File: src/pkg/cbwc_pkg.sv
// Package with register map, field layouts, reset values and timing counts of the control slice.
package cbwc_pkg;

  // Register byte addresses on the register port.
  localparam logic [7:0] CBWC_ADDR_BACKUP_OVP_WATCHDOG = 8'h10;
  localparam logic [7:0] CBWC_ADDR_ADAPTER_SHIPSWITCH  = 8'h11;

  // Whole-register reset values.
  localparam logic [7:0] CBWC_RESET_BACKUP_OVP_WATCHDOG = 8'h85;
  localparam logic [7:0] CBWC_RESET_ADAPTER_SHIPSWITCH  = 8'h40;

  // Value read back from an unmapped address.
  localparam logic [7:0] CBWC_UNMAPPED_READ = 8'h00;

  // Field layout of backup_ovp_watchdog_control, most significant field first.
  typedef struct packed {
    logic [1:0] backup_trigger_ratio;     // Bits 7-6.
    logic [1:0] input_overvoltage_level;  // Bits 5-4.
    logic       watchdog_kick;            // Bit 3.
    logic [2:0] watchdog_period;          // Bits 2-0.
  } cbwc_backup_ovp_watchdog_t;

  // Field layout of adapter_detect_shipswitch_control, most significant field first.
  typedef struct packed {
    logic       forced_adapter_detection;       // Bit 7.
    logic       auto_adapter_detection_enable;  // Bit 6.
    logic       hv_port_twelve_volt_enable;     // Bit 5.
    logic       hv_port_nine_volt_enable;       // Bit 4.
    logic       hv_port_handshake_enable;       // Bit 3.
    logic [1:0] ship_switch_mode_request;       // Bits 2-1.
    logic       ship_switch_delay_select;       // Bit 0.
  } cbwc_adapter_shipswitch_t;

  // One register access request from the serial front end.
  typedef struct packed {
    logic       write;  // Write strobe, one cycle.
    logic       read;   // Read strobe, one cycle.
    logic [7:0] addr;   // Register address.
    logic [7:0] wdata;  // Write data.
  } cbwc_reg_req_t;

  // Ship-switch mode request codes.
  localparam logic [1:0] CBWC_SHIP_IDLE        = 2'h0;
  localparam logic [1:0] CBWC_SHIP_SHUTDOWN    = 2'h1;
  localparam logic [1:0] CBWC_SHIP_SHIP_MODE   = 2'h2;
  localparam logic [1:0] CBWC_SHIP_POWER_RESET = 2'h3;

  // Backup trigger ratios in percent of the input voltage regulation limit.
  localparam logic [6:0] CBWC_RATIO_PCT_0 = 7'h28;
  localparam logic [6:0] CBWC_RATIO_PCT_1 = 7'h3C;
  localparam logic [6:0] CBWC_RATIO_PCT_2 = 7'h50;
  localparam logic [6:0] CBWC_RATIO_PCT_3 = 7'h64;
  localparam logic [6:0] CBWC_FULL_PCT    = 7'h64;

  // Input over-voltage trip levels in millivolts.
  localparam logic [15:0] CBWC_OVP_MV_0 = 16'h6590;
  localparam logic [15:0] CBWC_OVP_MV_1 = 16'h55F0;
  localparam logic [15:0] CBWC_OVP_MV_2 = 16'h2EE0;
  localparam logic [15:0] CBWC_OVP_MV_3 = 16'h1B58;

  // Watchdog periods as multiples of the half-second base tick.
  localparam logic [8:0] CBWC_WD_MULT_1 = 9'h001;
  localparam logic [8:0] CBWC_WD_MULT_2 = 9'h002;
  localparam logic [8:0] CBWC_WD_MULT_3 = 9'h004;
  localparam logic [8:0] CBWC_WD_MULT_4 = 9'h028;
  localparam logic [8:0] CBWC_WD_MULT_5 = 9'h050;
  localparam logic [8:0] CBWC_WD_MULT_6 = 9'h0A0;
  localparam logic [8:0] CBWC_WD_MULT_7 = 9'h140;

  // Timing, in the unit as stated and then in clock cycles.
  localparam longint CBWC_CLOCK_HZ          = 100_000_000;
  localparam longint CBWC_WD_BASE_MS        = 500;
  localparam longint CBWC_WD_BASE_CYCLES    = CBWC_WD_BASE_MS * CBWC_CLOCK_HZ / 1000;
  localparam longint CBWC_SHIP_DELAY_S      = 10;
  localparam longint CBWC_SHIP_DELAY_CYCLES = CBWC_SHIP_DELAY_S * CBWC_CLOCK_HZ;
  localparam int     CBWC_COUNT_W           = 34;

endpackage : cbwc_pkg

File: src/core/cbwc_top.sv
// Backup, over-voltage, watchdog, adapter detection and ship-switch control registers.
`timescale 1ns/100ps

// Overview of operation
// Backup enabled: engage reverse supply below threshold.
// Threshold ratio codes 40/60/80/100 percent.
// Over-voltage level codes 26/22/12/7 volts.
// Kick restarts watchdog, bit self-clears.
// Period codes: off, 0.5s up to 160s.
// Forced detection starts, clears when done.
// Auto detection on plug-in when enabled.
// Separate 12V and 9V request enables.
// Handshake only attempted when enabled.
// Ship-switch mode request codes, idle default.
// Ten second delay unless delay bypassed.
// Watchdog expiry resets watchdog-resettable fields.
// Register reset restores every field.
module cbwc_top
  import cbwc_pkg::*;
#(
  parameter longint WD_BASE_CYCLES    = CBWC_WD_BASE_CYCLES,
  parameter longint SHIP_DELAY_CYCLES = CBWC_SHIP_DELAY_CYCLES
) (
  input  wire logic          clock,
  input  wire logic          reset_n,
  input  wire logic          enable,
  input  wire cbwc_reg_req_t reg_req,
  output logic [7:0]         reg_rdata,
  output logic               reg_rdata_valid,
  input  wire logic          register_reset_request,
  input  wire logic          backup_enable,
  input  wire logic [15:0]   bus_voltage_mv,
  input  wire logic [15:0]   input_voltage_regulation_limit,
  input  wire logic [15:0]   input_voltage_mv,
  input  wire logic          source_plugged,
  input  wire logic          detection_done,
  output logic               backup_engage,
  output logic               overvoltage_trip,
  output logic               watchdog_expired,
  output logic               detection_start,
  output logic               hv_port_handshake_enable,
  output logic               hv_port_nine_volt_enable,
  output logic               hv_port_twelve_volt_enable,
  output logic               ship_action_strobe,
  output logic [1:0]         ship_action_mode
);

  // Scales a millivolt value by a percentage; used on both sides of the backup compare.
  function automatic logic [22:0] scale_pct(input logic [15:0] value, input logic [6:0] pct);
    scale_pct = 23'(value) * 23'(pct);
  endfunction : scale_pct

  // Ship-switch sequencer states, one-hot.
  // One-hot codes cost a flop per state but keep every state test to one bit.
  typedef enum logic [2:0] {
    CBWC_ST_IDLE = 3'b001,
    CBWC_ST_WAIT = 3'b010,
    CBWC_ST_ACT  = 3'b100
  } cbwc_ship_state_t;

  cbwc_backup_ovp_watchdog_t   ctrl_a;         // Backup, over-voltage and watchdog register.
  cbwc_adapter_shipswitch_t    ctrl_b;         // Adapter detection and ship-switch register.
  cbwc_backup_ovp_watchdog_t   wdata_a;        // Write data seen through the first layout.
  cbwc_adapter_shipswitch_t    wdata_b;        // Write data seen through the second layout.
  logic                        write_a;        // Write strobe aimed at the first register.
  logic                        write_b;        // Write strobe aimed at the second register.
  logic [CBWC_COUNT_W-1:0]     wd_count;       // Cycles since the last watchdog restart.
  logic [CBWC_COUNT_W-1:0]     wd_limit;       // Cycles in the selected watchdog period.
  logic [8:0]                  wd_mult;        // Half-second ticks in the selected period.
  logic                        wd_fire;        // Watchdog period elapsed this cycle.
  logic [6:0]                  ratio_pct;      // Selected backup trigger ratio.
  logic [15:0]                 ovp_level_mv;   // Selected over-voltage trip level.
  cbwc_ship_state_t            ship_state;     // Current ship-switch sequencer state.
  logic [CBWC_COUNT_W-1:0]     ship_count;     // Cycles spent waiting out the delay.
  logic [1:0]                  ship_mode_held; // Mode captured when the request was made.

  // Limitations a user must know:
  // Any write to the first register restarts the watchdog, even one with the kick clear.
  // The ship delay is counted in clock cycles, so it is only as exact as the clock.
  // Holding enable low freezes the delay as well, so the action comes that much later.
  // A write to an unmapped address is dropped without any error indication.
  // A register reset request beats a host write that arrives in the same cycle.

  // The front end hands us whole bytes; view them through each register layout.
  assign wdata_a = cbwc_backup_ovp_watchdog_t'(reg_req.wdata);
  assign wdata_b = cbwc_adapter_shipswitch_t'(reg_req.wdata);
  assign write_a = reg_req.write && (reg_req.addr == CBWC_ADDR_BACKUP_OVP_WATCHDOG);
  assign write_b = reg_req.write && (reg_req.addr == CBWC_ADDR_ADAPTER_SHIPSWITCH);

  // High-voltage port controls go straight out of the register flops.
  // Only a register reset clears them; watchdog expiry leaves them alone.
  assign hv_port_handshake_enable   = ctrl_b.hv_port_handshake_enable;
  assign hv_port_nine_volt_enable   = ctrl_b.hv_port_nine_volt_enable;
  assign hv_port_twelve_volt_enable = ctrl_b.hv_port_twelve_volt_enable;

  // Decodes the period code into half-second ticks; code zero means the watchdog is off.
  always_comb begin
    case (ctrl_a.watchdog_period)
      3'h1:    wd_mult = CBWC_WD_MULT_1;
      3'h2:    wd_mult = CBWC_WD_MULT_2;
      3'h3:    wd_mult = CBWC_WD_MULT_3;
      3'h4:    wd_mult = CBWC_WD_MULT_4;
      3'h5:    wd_mult = CBWC_WD_MULT_5;
      3'h6:    wd_mult = CBWC_WD_MULT_6;
      3'h7:    wd_mult = CBWC_WD_MULT_7;
      // Code zero disables the watchdog, so its period is empty.
      default: wd_mult = 9'h000;
    endcase
  end

  // The limit is a product rather than a table so the base tick stays one parameter.
  // The product is 34 bits wide, enough for the longest period at the full clock rate.
  assign wd_limit = CBWC_COUNT_W'(WD_BASE_CYCLES) * CBWC_COUNT_W'(wd_mult);
  // A pending kick holds off expiry in the same cycle, so a late kick is never lost.
  assign wd_fire  = (wd_mult != 9'h000) && !ctrl_a.watchdog_kick &&
                    (wd_count == wd_limit - CBWC_COUNT_W'(1));

  // Decodes the backup trigger ratio.
  // Code three selects the full regulation limit.
  always_comb begin
    case (ctrl_a.backup_trigger_ratio)
      2'h0:    ratio_pct = CBWC_RATIO_PCT_0;
      2'h1:    ratio_pct = CBWC_RATIO_PCT_1;
      2'h2:    ratio_pct = CBWC_RATIO_PCT_2;
      default: ratio_pct = CBWC_RATIO_PCT_3;
    endcase
  end

  // Decodes the input over-voltage trip level.
  // Higher codes select lower trip levels; the reset code selects the highest level, 26 volts.
  always_comb begin
    case (ctrl_a.input_overvoltage_level)
      2'h0:    ovp_level_mv = CBWC_OVP_MV_0;
      2'h1:    ovp_level_mv = CBWC_OVP_MV_1;
      2'h2:    ovp_level_mv = CBWC_OVP_MV_2;
      default: ovp_level_mv = CBWC_OVP_MV_3;
    endcase
  end

  // First register: register reset beats everything, and a host write beats hardware clears.
  always_ff @(posedge clock) begin
    if (!reset_n) begin
      ctrl_a <= cbwc_backup_ovp_watchdog_t'(CBWC_RESET_BACKUP_OVP_WATCHDOG);
    end else if (enable) begin
      if (register_reset_request) begin
        // Threshold and period fields come back only through this path.
        ctrl_a <= cbwc_backup_ovp_watchdog_t'(CBWC_RESET_BACKUP_OVP_WATCHDOG);
      end else begin
        // The kick is the only field here that watchdog expiry touches.
        if (wd_fire) begin
          ctrl_a.watchdog_kick <= 1'b0;
        end else if (ctrl_a.watchdog_kick) begin
          // The counter restarts on this same edge, so one cycle of the kick is enough.
          ctrl_a.watchdog_kick <= 1'b0;
        end
        // Placed last so a fresh kick written now survives the clear above.
        if (write_a) begin
          ctrl_a <= wdata_a;
        end
      end
    end
  end

  // Second register: detection bits are watchdog-resettable, the rest only by register reset.
  always_ff @(posedge clock) begin
    if (!reset_n) begin
      ctrl_b <= cbwc_adapter_shipswitch_t'(CBWC_RESET_ADAPTER_SHIPSWITCH);
    end else if (enable) begin
      if (register_reset_request) begin
        // Unlike expiry, this also clears the high-voltage and ship fields.
        ctrl_b <= cbwc_adapter_shipswitch_t'(CBWC_RESET_ADAPTER_SHIPSWITCH);
      end else begin
        if (wd_fire) begin
          ctrl_b.forced_adapter_detection      <= 1'b0;
          ctrl_b.auto_adapter_detection_enable <= 1'b1;
        end else if (detection_done) begin
          // Completion ends the forced request; the host may ask again at once.
          ctrl_b.forced_adapter_detection <= 1'b0;
        end
        // A host write in the same cycle as completion wins, so a new request is kept.
        if (write_b) begin
          ctrl_b <= wdata_b;
        end
      end
    end
  end

  // Watchdog counter; a kick or a new period setting starts the period afresh.
  always_ff @(posedge clock) begin
    if (!reset_n) begin
      wd_count         <= '0;
      watchdog_expired <= 1'b0;
    end else if (enable) begin
      watchdog_expired <= wd_fire;
      if (register_reset_request || ctrl_a.watchdog_kick || write_a || wd_fire) begin
        wd_count <= '0;
      end else if (wd_mult != 9'h000) begin
        wd_count <= wd_count + CBWC_COUNT_W'(1);
      end else begin
        // A disabled watchdog keeps its count parked at zero.
        wd_count <= '0;
      end
    end
  end

  // Detection launch pulse, from a forced request or from a plug-in with auto detection.
  always_ff @(posedge clock) begin
    if (!reset_n) begin
      detection_start <= 1'b0;
    end else if (enable) begin
      if (write_b && wdata_b.forced_adapter_detection && !register_reset_request) begin
        detection_start <= 1'b1;
      end else if (source_plugged && ctrl_b.auto_adapter_detection_enable) begin
        detection_start <= 1'b1;
      end else begin
        // A level here would relaunch detection every cycle, hence the pulse.
        detection_start <= 1'b0;
      end
    end
  end

  // Ship-switch sequencer; a new write restarts it, and idle or register reset cancels it.
  always_ff @(posedge clock) begin
    if (!reset_n) begin
      ship_state         <= CBWC_ST_IDLE;
      ship_count         <= '0;
      ship_mode_held     <= CBWC_SHIP_IDLE;
      ship_action_strobe <= 1'b0;
      ship_action_mode   <= CBWC_SHIP_IDLE;
    end else if (enable) begin
      ship_action_strobe <= 1'b0;
      if (register_reset_request) begin
        // A register reset drops any pending action, delayed or not.
        ship_state <= CBWC_ST_IDLE;
      end else if (write_b) begin
        // Every write to the second register restarts the sequence, hv bits included.
        ship_count     <= '0;
        ship_mode_held <= wdata_b.ship_switch_mode_request;
        if (wdata_b.ship_switch_mode_request == CBWC_SHIP_IDLE) begin
          ship_state <= CBWC_ST_IDLE;
        end else if (wdata_b.ship_switch_delay_select) begin
          ship_state <= CBWC_ST_ACT;
        end else begin
          ship_state <= CBWC_ST_WAIT;
        end
      end else begin
        case (ship_state)
          CBWC_ST_IDLE: begin
            // Nothing pending; keep the delay counter clear for the next request.
            ship_count <= '0;
          end
          CBWC_ST_WAIT: begin
            // One cycle of latency follows the count, well inside the delay tolerance.
            if (ship_count == CBWC_COUNT_W'(SHIP_DELAY_CYCLES) - CBWC_COUNT_W'(1)) begin
              ship_state <= CBWC_ST_ACT;
            end else begin
              ship_count <= ship_count + CBWC_COUNT_W'(1);
            end
          end
          CBWC_ST_ACT: begin
            // The mode is kept after the strobe so the far side may look at it later.
            ship_action_strobe <= 1'b1;
            ship_action_mode   <= ship_mode_held;
            ship_state         <= CBWC_ST_IDLE;
          end
          default: begin
            // Only an upset can reach a code that is not one-hot; fall back to idle.
            ship_state <= CBWC_ST_IDLE;
          end
        endcase
      end
    end
  end

  // Backup and over-voltage comparators, registered so the outputs never glitch.
  always_ff @(posedge clock) begin
    if (!reset_n) begin
      backup_engage    <= 1'b0;
      overvoltage_trip <= 1'b0;
    end else if (enable) begin
      // Cross-multiplied compare avoids a divider; all terms fit in 23 bits.
      // Strict compares keep both outputs off at exact equality of the levels.
      backup_engage    <= backup_enable &&
                          (scale_pct(bus_voltage_mv, CBWC_FULL_PCT) <
                           scale_pct(input_voltage_regulation_limit, ratio_pct));
      overvoltage_trip <= (input_voltage_mv > ovp_level_mv);
    end
  end

  // Read port; unmapped addresses answer zero rather than stale data.
  always_ff @(posedge clock) begin
    if (!reset_n) begin
      reg_rdata       <= CBWC_UNMAPPED_READ;
      reg_rdata_valid <= 1'b0;
    end else if (enable) begin
      // Read data holds between reads so a slow consumer still finds it.
      reg_rdata_valid <= reg_req.read;
      if (reg_req.read) begin
        case (reg_req.addr)
          CBWC_ADDR_BACKUP_OVP_WATCHDOG: reg_rdata <= ctrl_a;
          CBWC_ADDR_ADAPTER_SHIPSWITCH:  reg_rdata <= ctrl_b;
          default:                       reg_rdata <= CBWC_UNMAPPED_READ;
        endcase
      end
    end
  end

endmodule : cbwc_top

File: config.mk
export PLATFORM = sky130hd
export DESIGN_NAME = cbwc_top
export DESIGN_NICKNAME = d
export VERILOG_FILES = /design/src/pkg/cbwc_pkg.sv /design/src/core/cbwc_top.sv
export SDC_FILE = /design/constraint.sdc
export NUM_CORES = 1
export LEC_CHECK = 0
export ABC_CLOCK_PERIOD_IN_PS = 8400
export BUFFER_PORTS_ARGS = -buffer_cell sky130_fd_sc_hd__buf_2
export CAP_MARGIN = 20
export CORE_ASPECT_RATIO = 0.75
export CORE_MARGIN = 5
export CORE_UTILIZATION = 49
export DETAILED_ROUTE_END_ITERATION = 16
export PLACE_DENSITY = 0.66
export REMOVE_ABC_BUFFERS = 1
export SYNTH_ARGS = -nofsm -noshare
export SYNTH_HDL_FRONTEND = slang
export SYNTH_SLANG_ARGS = --single-unit
File: constraint.sdc
create_clock -name clock -period 8.4 [get_ports clock]
set_input_delay 0.42 -clock clock [delete_from_list [all_inputs] [get_ports clock]]
set_output_delay 0.42 -clock clock [all_outputs]
set_load 0.01 [all_outputs]
-- Word level (Yosys, flattened, before mapping)
Index checks and enable logic that the tools add are counted.
- register bits after elaboration: 105
- input bits: 73
- output and inout port bits: 19
- word-level logic and storage cells: 112
- $add $sub $neg: 3
- multiply operators: 3
- $lt $le $gt $ge: 2
- eq/ne operators: 21
- multiplexer cells: 27
- bitwise logic cells: 2
- reduce and logical (&&, ||, !) cells: 31
- operator list (cell ; count):
    $mux 34 ; 4
    $add 34x1->34 const B ; 2
    $pmux 34 s2 ; 1
    $pmux 9 s7 ; 1
    $pmux 15 s3 ; 1
    $eq 34x30->1 const B ; 1
    $eq 34x34->1 ; 1
    $sub 34x1->34 const B ; 1
    $mux 8 ; 4
    $mul 19x9->27 const A ; 1
    $lt 23x23->1 ; 1
    $mul 16x7->23 ; 1
    $mul 16x5->21 const B ; 1
    $pmux 7 s3 ; 1
    $eq 8x5->1 const B ; 2
    $gt 16x16->1 ; 1
    $pmux 8 s2 ; 1
    $eq 3x3->1 const B ; 5
    $mux 3 ; 5
    $reduce_and 2->1 ; 5
    $eq 3x2->1 const B ; 3
    $reduce_bool 9->1 ; 1
    $logic_and 1x1->1 ; 8
    $mux 1 ; 8
    15 further kinds ; 29

-- Depth between registers and ports, before layout
- depth in word-level cells: 9
- mapped depth: 30
- depth with buffers taken out: 30

-- Least setup slack after synthesis
OpenSTA, ideal clock, no wires.
- path type: flip-flop to flip-flop
- start: register ctrl_a[2] (netlist bit)
- end: register wd_count[19]
- setup time: 137 ps
- data arrival time: 6987 ps
- required time: 8263 ps
- setup slack: 1275 ps
- cell stages (with the launch flop): 28
- buffers on the path: 3
- clock period less this slack: 7125 ps
- path through: dfxtp_1 -> clkbuf_1 -> clkbuf_1 -> and3_1 -> inv_1 -> ha_1 -> nand2_1 -> nand2_1 -> fa_1 -> xnor2_1 -> ha_1 -> inv_1 -> fa_1 -> fa_1 -> inv_1 -> ha_1 -> nor3b_1 -> a221o_1 -> a311o_1 -> a2111o_1 -> a2111oi_4 -> or4b_1 -> mux2_2 -> a21oi_4 -> o211ai_4 -> buf_2 -> nand4_1 -> o311ai_2
- word-level cells in the longest chain between the ends: 8
- elaborated cells on any way between the ends: 17
- those cells by class: add/sub (1); mul (1); eq/ne (8); mux (3); reduce/logical (4)
- ends and longest elaborated chain (item ; RTL line ; text):
    start, declared ; cbwc_top.sv:61 ; cbwc_backup_ovp_watchdog_t ctrl_a;
    start signal, assigned ; cbwc_top.sv:143 ; ctrl_a <= cbwc_backup_ovp_watchdog_t'(CBWC_RESET_BACKUP_OVP_WATCHDOG);
    start signal, assigned ; cbwc_top.sv:147 ; ctrl_a <= cbwc_backup_ovp_watchdog_t'(CBWC_RESET_BACKUP_OVP_WATCHDOG);
    start signal, assigned ; cbwc_top.sv:158 ; ctrl_a <= wdata_a;
    $eq 3x3->1, or another cell as far along ; cbwc_top.sv:98 ; case (ctrl_a.watchdog_period)
    $pmux 9 s7 * ; cbwc_top.sv:98 ;
    $mul 19x9->27 ; cbwc_top.sv:113 ; assign wd_limit = CBWC_COUNT_W'(WD_BASE_CYCLES) * CBWC_COUNT_W'(wd_mult);
    $sub 34x1->34 ; cbwc_top.sv:116 ; (wd_count == wd_limit - CBWC_COUNT_W'(1));
    $eq 34x34->1 ; cbwc_top.sv:116 ;
    $logic_and 1x1->1 ; cbwc_top.sv:115 ; assign wd_fire = (wd_mult != 9'h000) && !ctrl_a.watchdog_kick &&
    $logic_or 1x1->1 ; cbwc_top.sv:195 ; if (register_reset_request || ctrl_a.watchdog_kick || write_a || wd_fire) begin
    $mux 34 * ; cbwc_top.sv:195 ;
    end signal, assigned ; cbwc_top.sv:198 ; wd_count <= wd_count + CBWC_COUNT_W'(1);
    end, declared ; cbwc_top.sv:67 ; logic [CBWC_COUNT_W-1:0] wd_count;
Every way passes the cells marked *; elsewhere a longest branch is shown, timed or not.
A chain may end at the register's enable or synchronous reset.

-- Worst setup path after layout
- start: register ctrl_a[0] (netlist bit)
- end: register wd_count[1]
Same word-level chain as after synthesis.

==> reports/results.tsv <==
stage	metric	value	unit
global_route	grt_pass1_vias	11000	
timing	fin_crit_sh	93.3	%
cells_and_area	drive_gt1_share	9.04	%
worst_hold_path	min_path_type	in2reg	
yosys	synth_edf_count	0	
worst_setup_path	cp.arrival	8.09	ns
place	placed_cell_area	0.0146	mm²
routing	vias	11800	
yosys	ys_types	92	
yosys	netlist_area	0.0138	mm²
cts	cts_tree	yes	
routing	drtIter0Drc	1010	
routing	wirelength	34.7	mm
timing	max_clock_freq	128	MHz
timing	finalSetupViolCount	0	
timing	worst_slew_pin_slew	0.965	ns
place	port-buffer-count	91	
timing	fin_setup_tns	0	ns
yosys	synth_top_area_share	19.5	%
worst_setup_path	crit_path_start_kind	flop	
yosys	ys.flop_type	dfxtp_1	
floorplan	core.rowCount	53	
worst_setup_path	crit_fanout	22	
cts	cts.clk_slew.worst_paths	0.08	ns
timing	rsz0062_at_grt	no	
global_route	antenna_found_initial	6	
timing	min_period	7.83	ns
place	dp_cells	2093	
yosys	syn_inst	1664	
yosys	synthArstFlopShare	0	%
yosys	synthTopCellsByArea	ha_1 20%, dfxtp_1 15%, fa_1 13%	
outcome	status	completed	
cells_and_area	final_net_count	2103	
floorplan	dieArea	0.0317	mm²
cts	cts.path.max_buffers	2	
yosys	yosysSeqAreaShare	15.2	%
cells_and_area	layout-area-overhead-vs-synth	7.93	%
worst_setup_path	crit_required	8.65	ns
global_route	grt_usage	21.7	%
power_and_ir_drop	p_leak	7.02	nW
yosys	avgSynthCellArea	8.31	µm²
timing	slew_violations	0	
cts	insertion_delay	0.36	ns
cells_and_area	final_cells	2115	
power_and_ir_drop	clock_power_share	30.0	%
routing	wl_per_cell	16.4	µm
cts	cts_resized	0	
power_and_ir_drop	swShare	34.5	%
yosys	ys_warn_count	0	
power_and_ir_drop	switching_power	0.000504	W
cells_and_area	stdcell_area	0.0149	mm²
routing	via_per_inst	5.56	
place	hpwlAfterDp	28.5	mm
floorplan	core	0.0279	mm²
cts	clock_sinks	105	
floorplan	start_util	49.5	%
worst_setup_path	cp-end-kind	flop	
power_and_ir_drop	comb_power_share	35.6	%
yosys	ys_top_cells_by_count	219 x inv_1, 216 x ha_1, 150 x nand2_1	
cts	h-tree-depth	3	
floorplan	io_pins	92	
cells_and_area	utilization	53.5	%
routing	drt-pass1-iter-count	6	
routing	ant_nets	0	
floorplan	fp.dieH	155	µm
yosys	synth_seq_cells	105	
global_route	grt-ovfl-total	0	
global_route	grt_pass1_wl	56.6	mm
power_and_ir_drop	p_seq_share	34.4	%
power_and_ir_drop	power.total	0.00146	W
yosys	yosysMostFrequentCell	inv_1	
cts	cts_buffers	9	
timing	finalHoldViolCount	0	
place	place.gp.congestion	0.907	
power_and_ir_drop	vdd_drop_max	0.0912	mV
cts	hold_buffers	0	
floorplan	die_w	204	µm
worst_setup_path	worstSetupPathType	reg2reg	
power_and_ir_drop	power.internal	0.000956	W
flow_run	cap_violations	0	
routing	drc_errors	0	
global_route	grt_max_degree	36	
timing	final.setup_skew	0.0213	ns
cts	cts-root-buf	clkbuf_16	
yosys	synth_area_leader_cell	ha_1	
power_and_ir_drop	power.density	97.8	mW/mm²
timing	slew_headroom	34.8	%
cts	cts_setup_buffers	0	
[logic make-up after synthesis]
group                    synth area share (%)
buffers and inverters                    7.78
multiplexers                             1.15
XOR/XNOR                                 6.91
adder cells (fa/ha/maj)                  33.0
AND/OR/NAND/NOR                          20.9
flip-flops                               15.2
AO/OA/AOI/OAI                            15.0
[layout make-up]
class | instances | area, µm²
diodes | 4 | 10.0
clock buffers | 10 | 239
clock inverters | 6 | 70.1
fillers | 2689 | 13000
inverters | 220 | 826
multi-input cells | 1286 | 10700
flip-flops and latches | 105 | 2100
well taps | 385 | 482
repair buffers | 99 | 543
[critical path, cell delays in order (launching register included)]
cell and delay, ns:
dfxtp_1 0.73, and3_1 0.35, inv_1 0.19, ha_1 0.29, nand2_1 0.11, nand3b_1 0.20
fa_1 0.58, inv_1 0.10, ha_1 0.19, inv_1 0.07, fa_1 0.46, fa_1 0.55
inv_1 0.04, ha_1 0.41, a2111oi_0 0.40, nand2_1 0.10, o21ai_0 0.62, mux2i_1 0.32
a2111oi_4 0.31, or4b_1 0.47, mux2_2 0.31, a21oi_4 0.15, o211ai_4 0.19, buf_4 0.28
a32oi_1 0.23, nor2_1 0.06
[power by group through the flow]
stage	logic (W)	clock network (W)	registers, W
after global routing	0.000603	0.000465	0.000503
after detailed placement	0.000515	0	0.000514
after floorplan	0.000390	0	0.000515
final	0.000520	0.000437	0.000503
after CTS	0.000523	0.000448	0.000503
after global placement	0.000503	0	0.000514
[cells in the final DEF, fill, tap and decap left out, drive strengths merged, types with 8 or more instances in the layout]
cell type    n
ha         216
a211oi       9
or2          8
o21ai       63
a21o        17
buf         99
fa          93
xor2        49
a22oi       20
nand3       40
a31oi       19
nor2       122
and2        46
and3        29
nand2b      32
mux2i        8
o311ai      13
nor3        29
nand4       35
dfxtp      105
a21oi       58
xnor2       55
o211ai      11
nor4        11
clkbuf      10
o21a         8
or3         15
nor2b       17
nand2      151
inv        221
[flip-flops by register name (all words and copies together), names as in the netlist, 2 cells and up]
| name | cells |
|---|---|
| wd_count | 34 |
| ctrl_b | 5 |
| ctrl_a | 8 |
| ship_count | 34 |
| ship_mode_held | 2 |
| reg_rdata | 8 |
| ship_state | 3 |
| ship_action_mode | 2 |
[layer usage]
layer	GRT usage (%)	share of wire [%]	up-vias
met4	4.02	1.2	4
li1	-	-	5841
met5	0	0.061	-
met3	3.81	7.0	29
met2	31.4	41	319
met1	34.0	51	5564
[through the flow]
stage	hold WS, ns	setup WS [ns]
5_1_grt	0.363	0.0699
3_3_place_gp	0.439	0.834
2_1_floorplan	0.431	1.17
3_5_place_dp	0.453	0.617
4_1_cts	0.333	0.588
6_report	0.346	0.566
[path summary, 6_finish.rpt]
path                   start           to  slack, ns  cells past startpoint
setup / recovery   ctrl_a[0]  wd_count[1]       0.57                     25
hold / removal    reg_req[4]    ctrl_a[4]       0.35                      3
setup reg to reg   ctrl_a[0]  wd_count[1]       0.57                     25
hold reg to reg    ctrl_b[2]    ctrl_b[2]       0.46                      2
No activity file was read; power rests on OpenSTA's default activity.
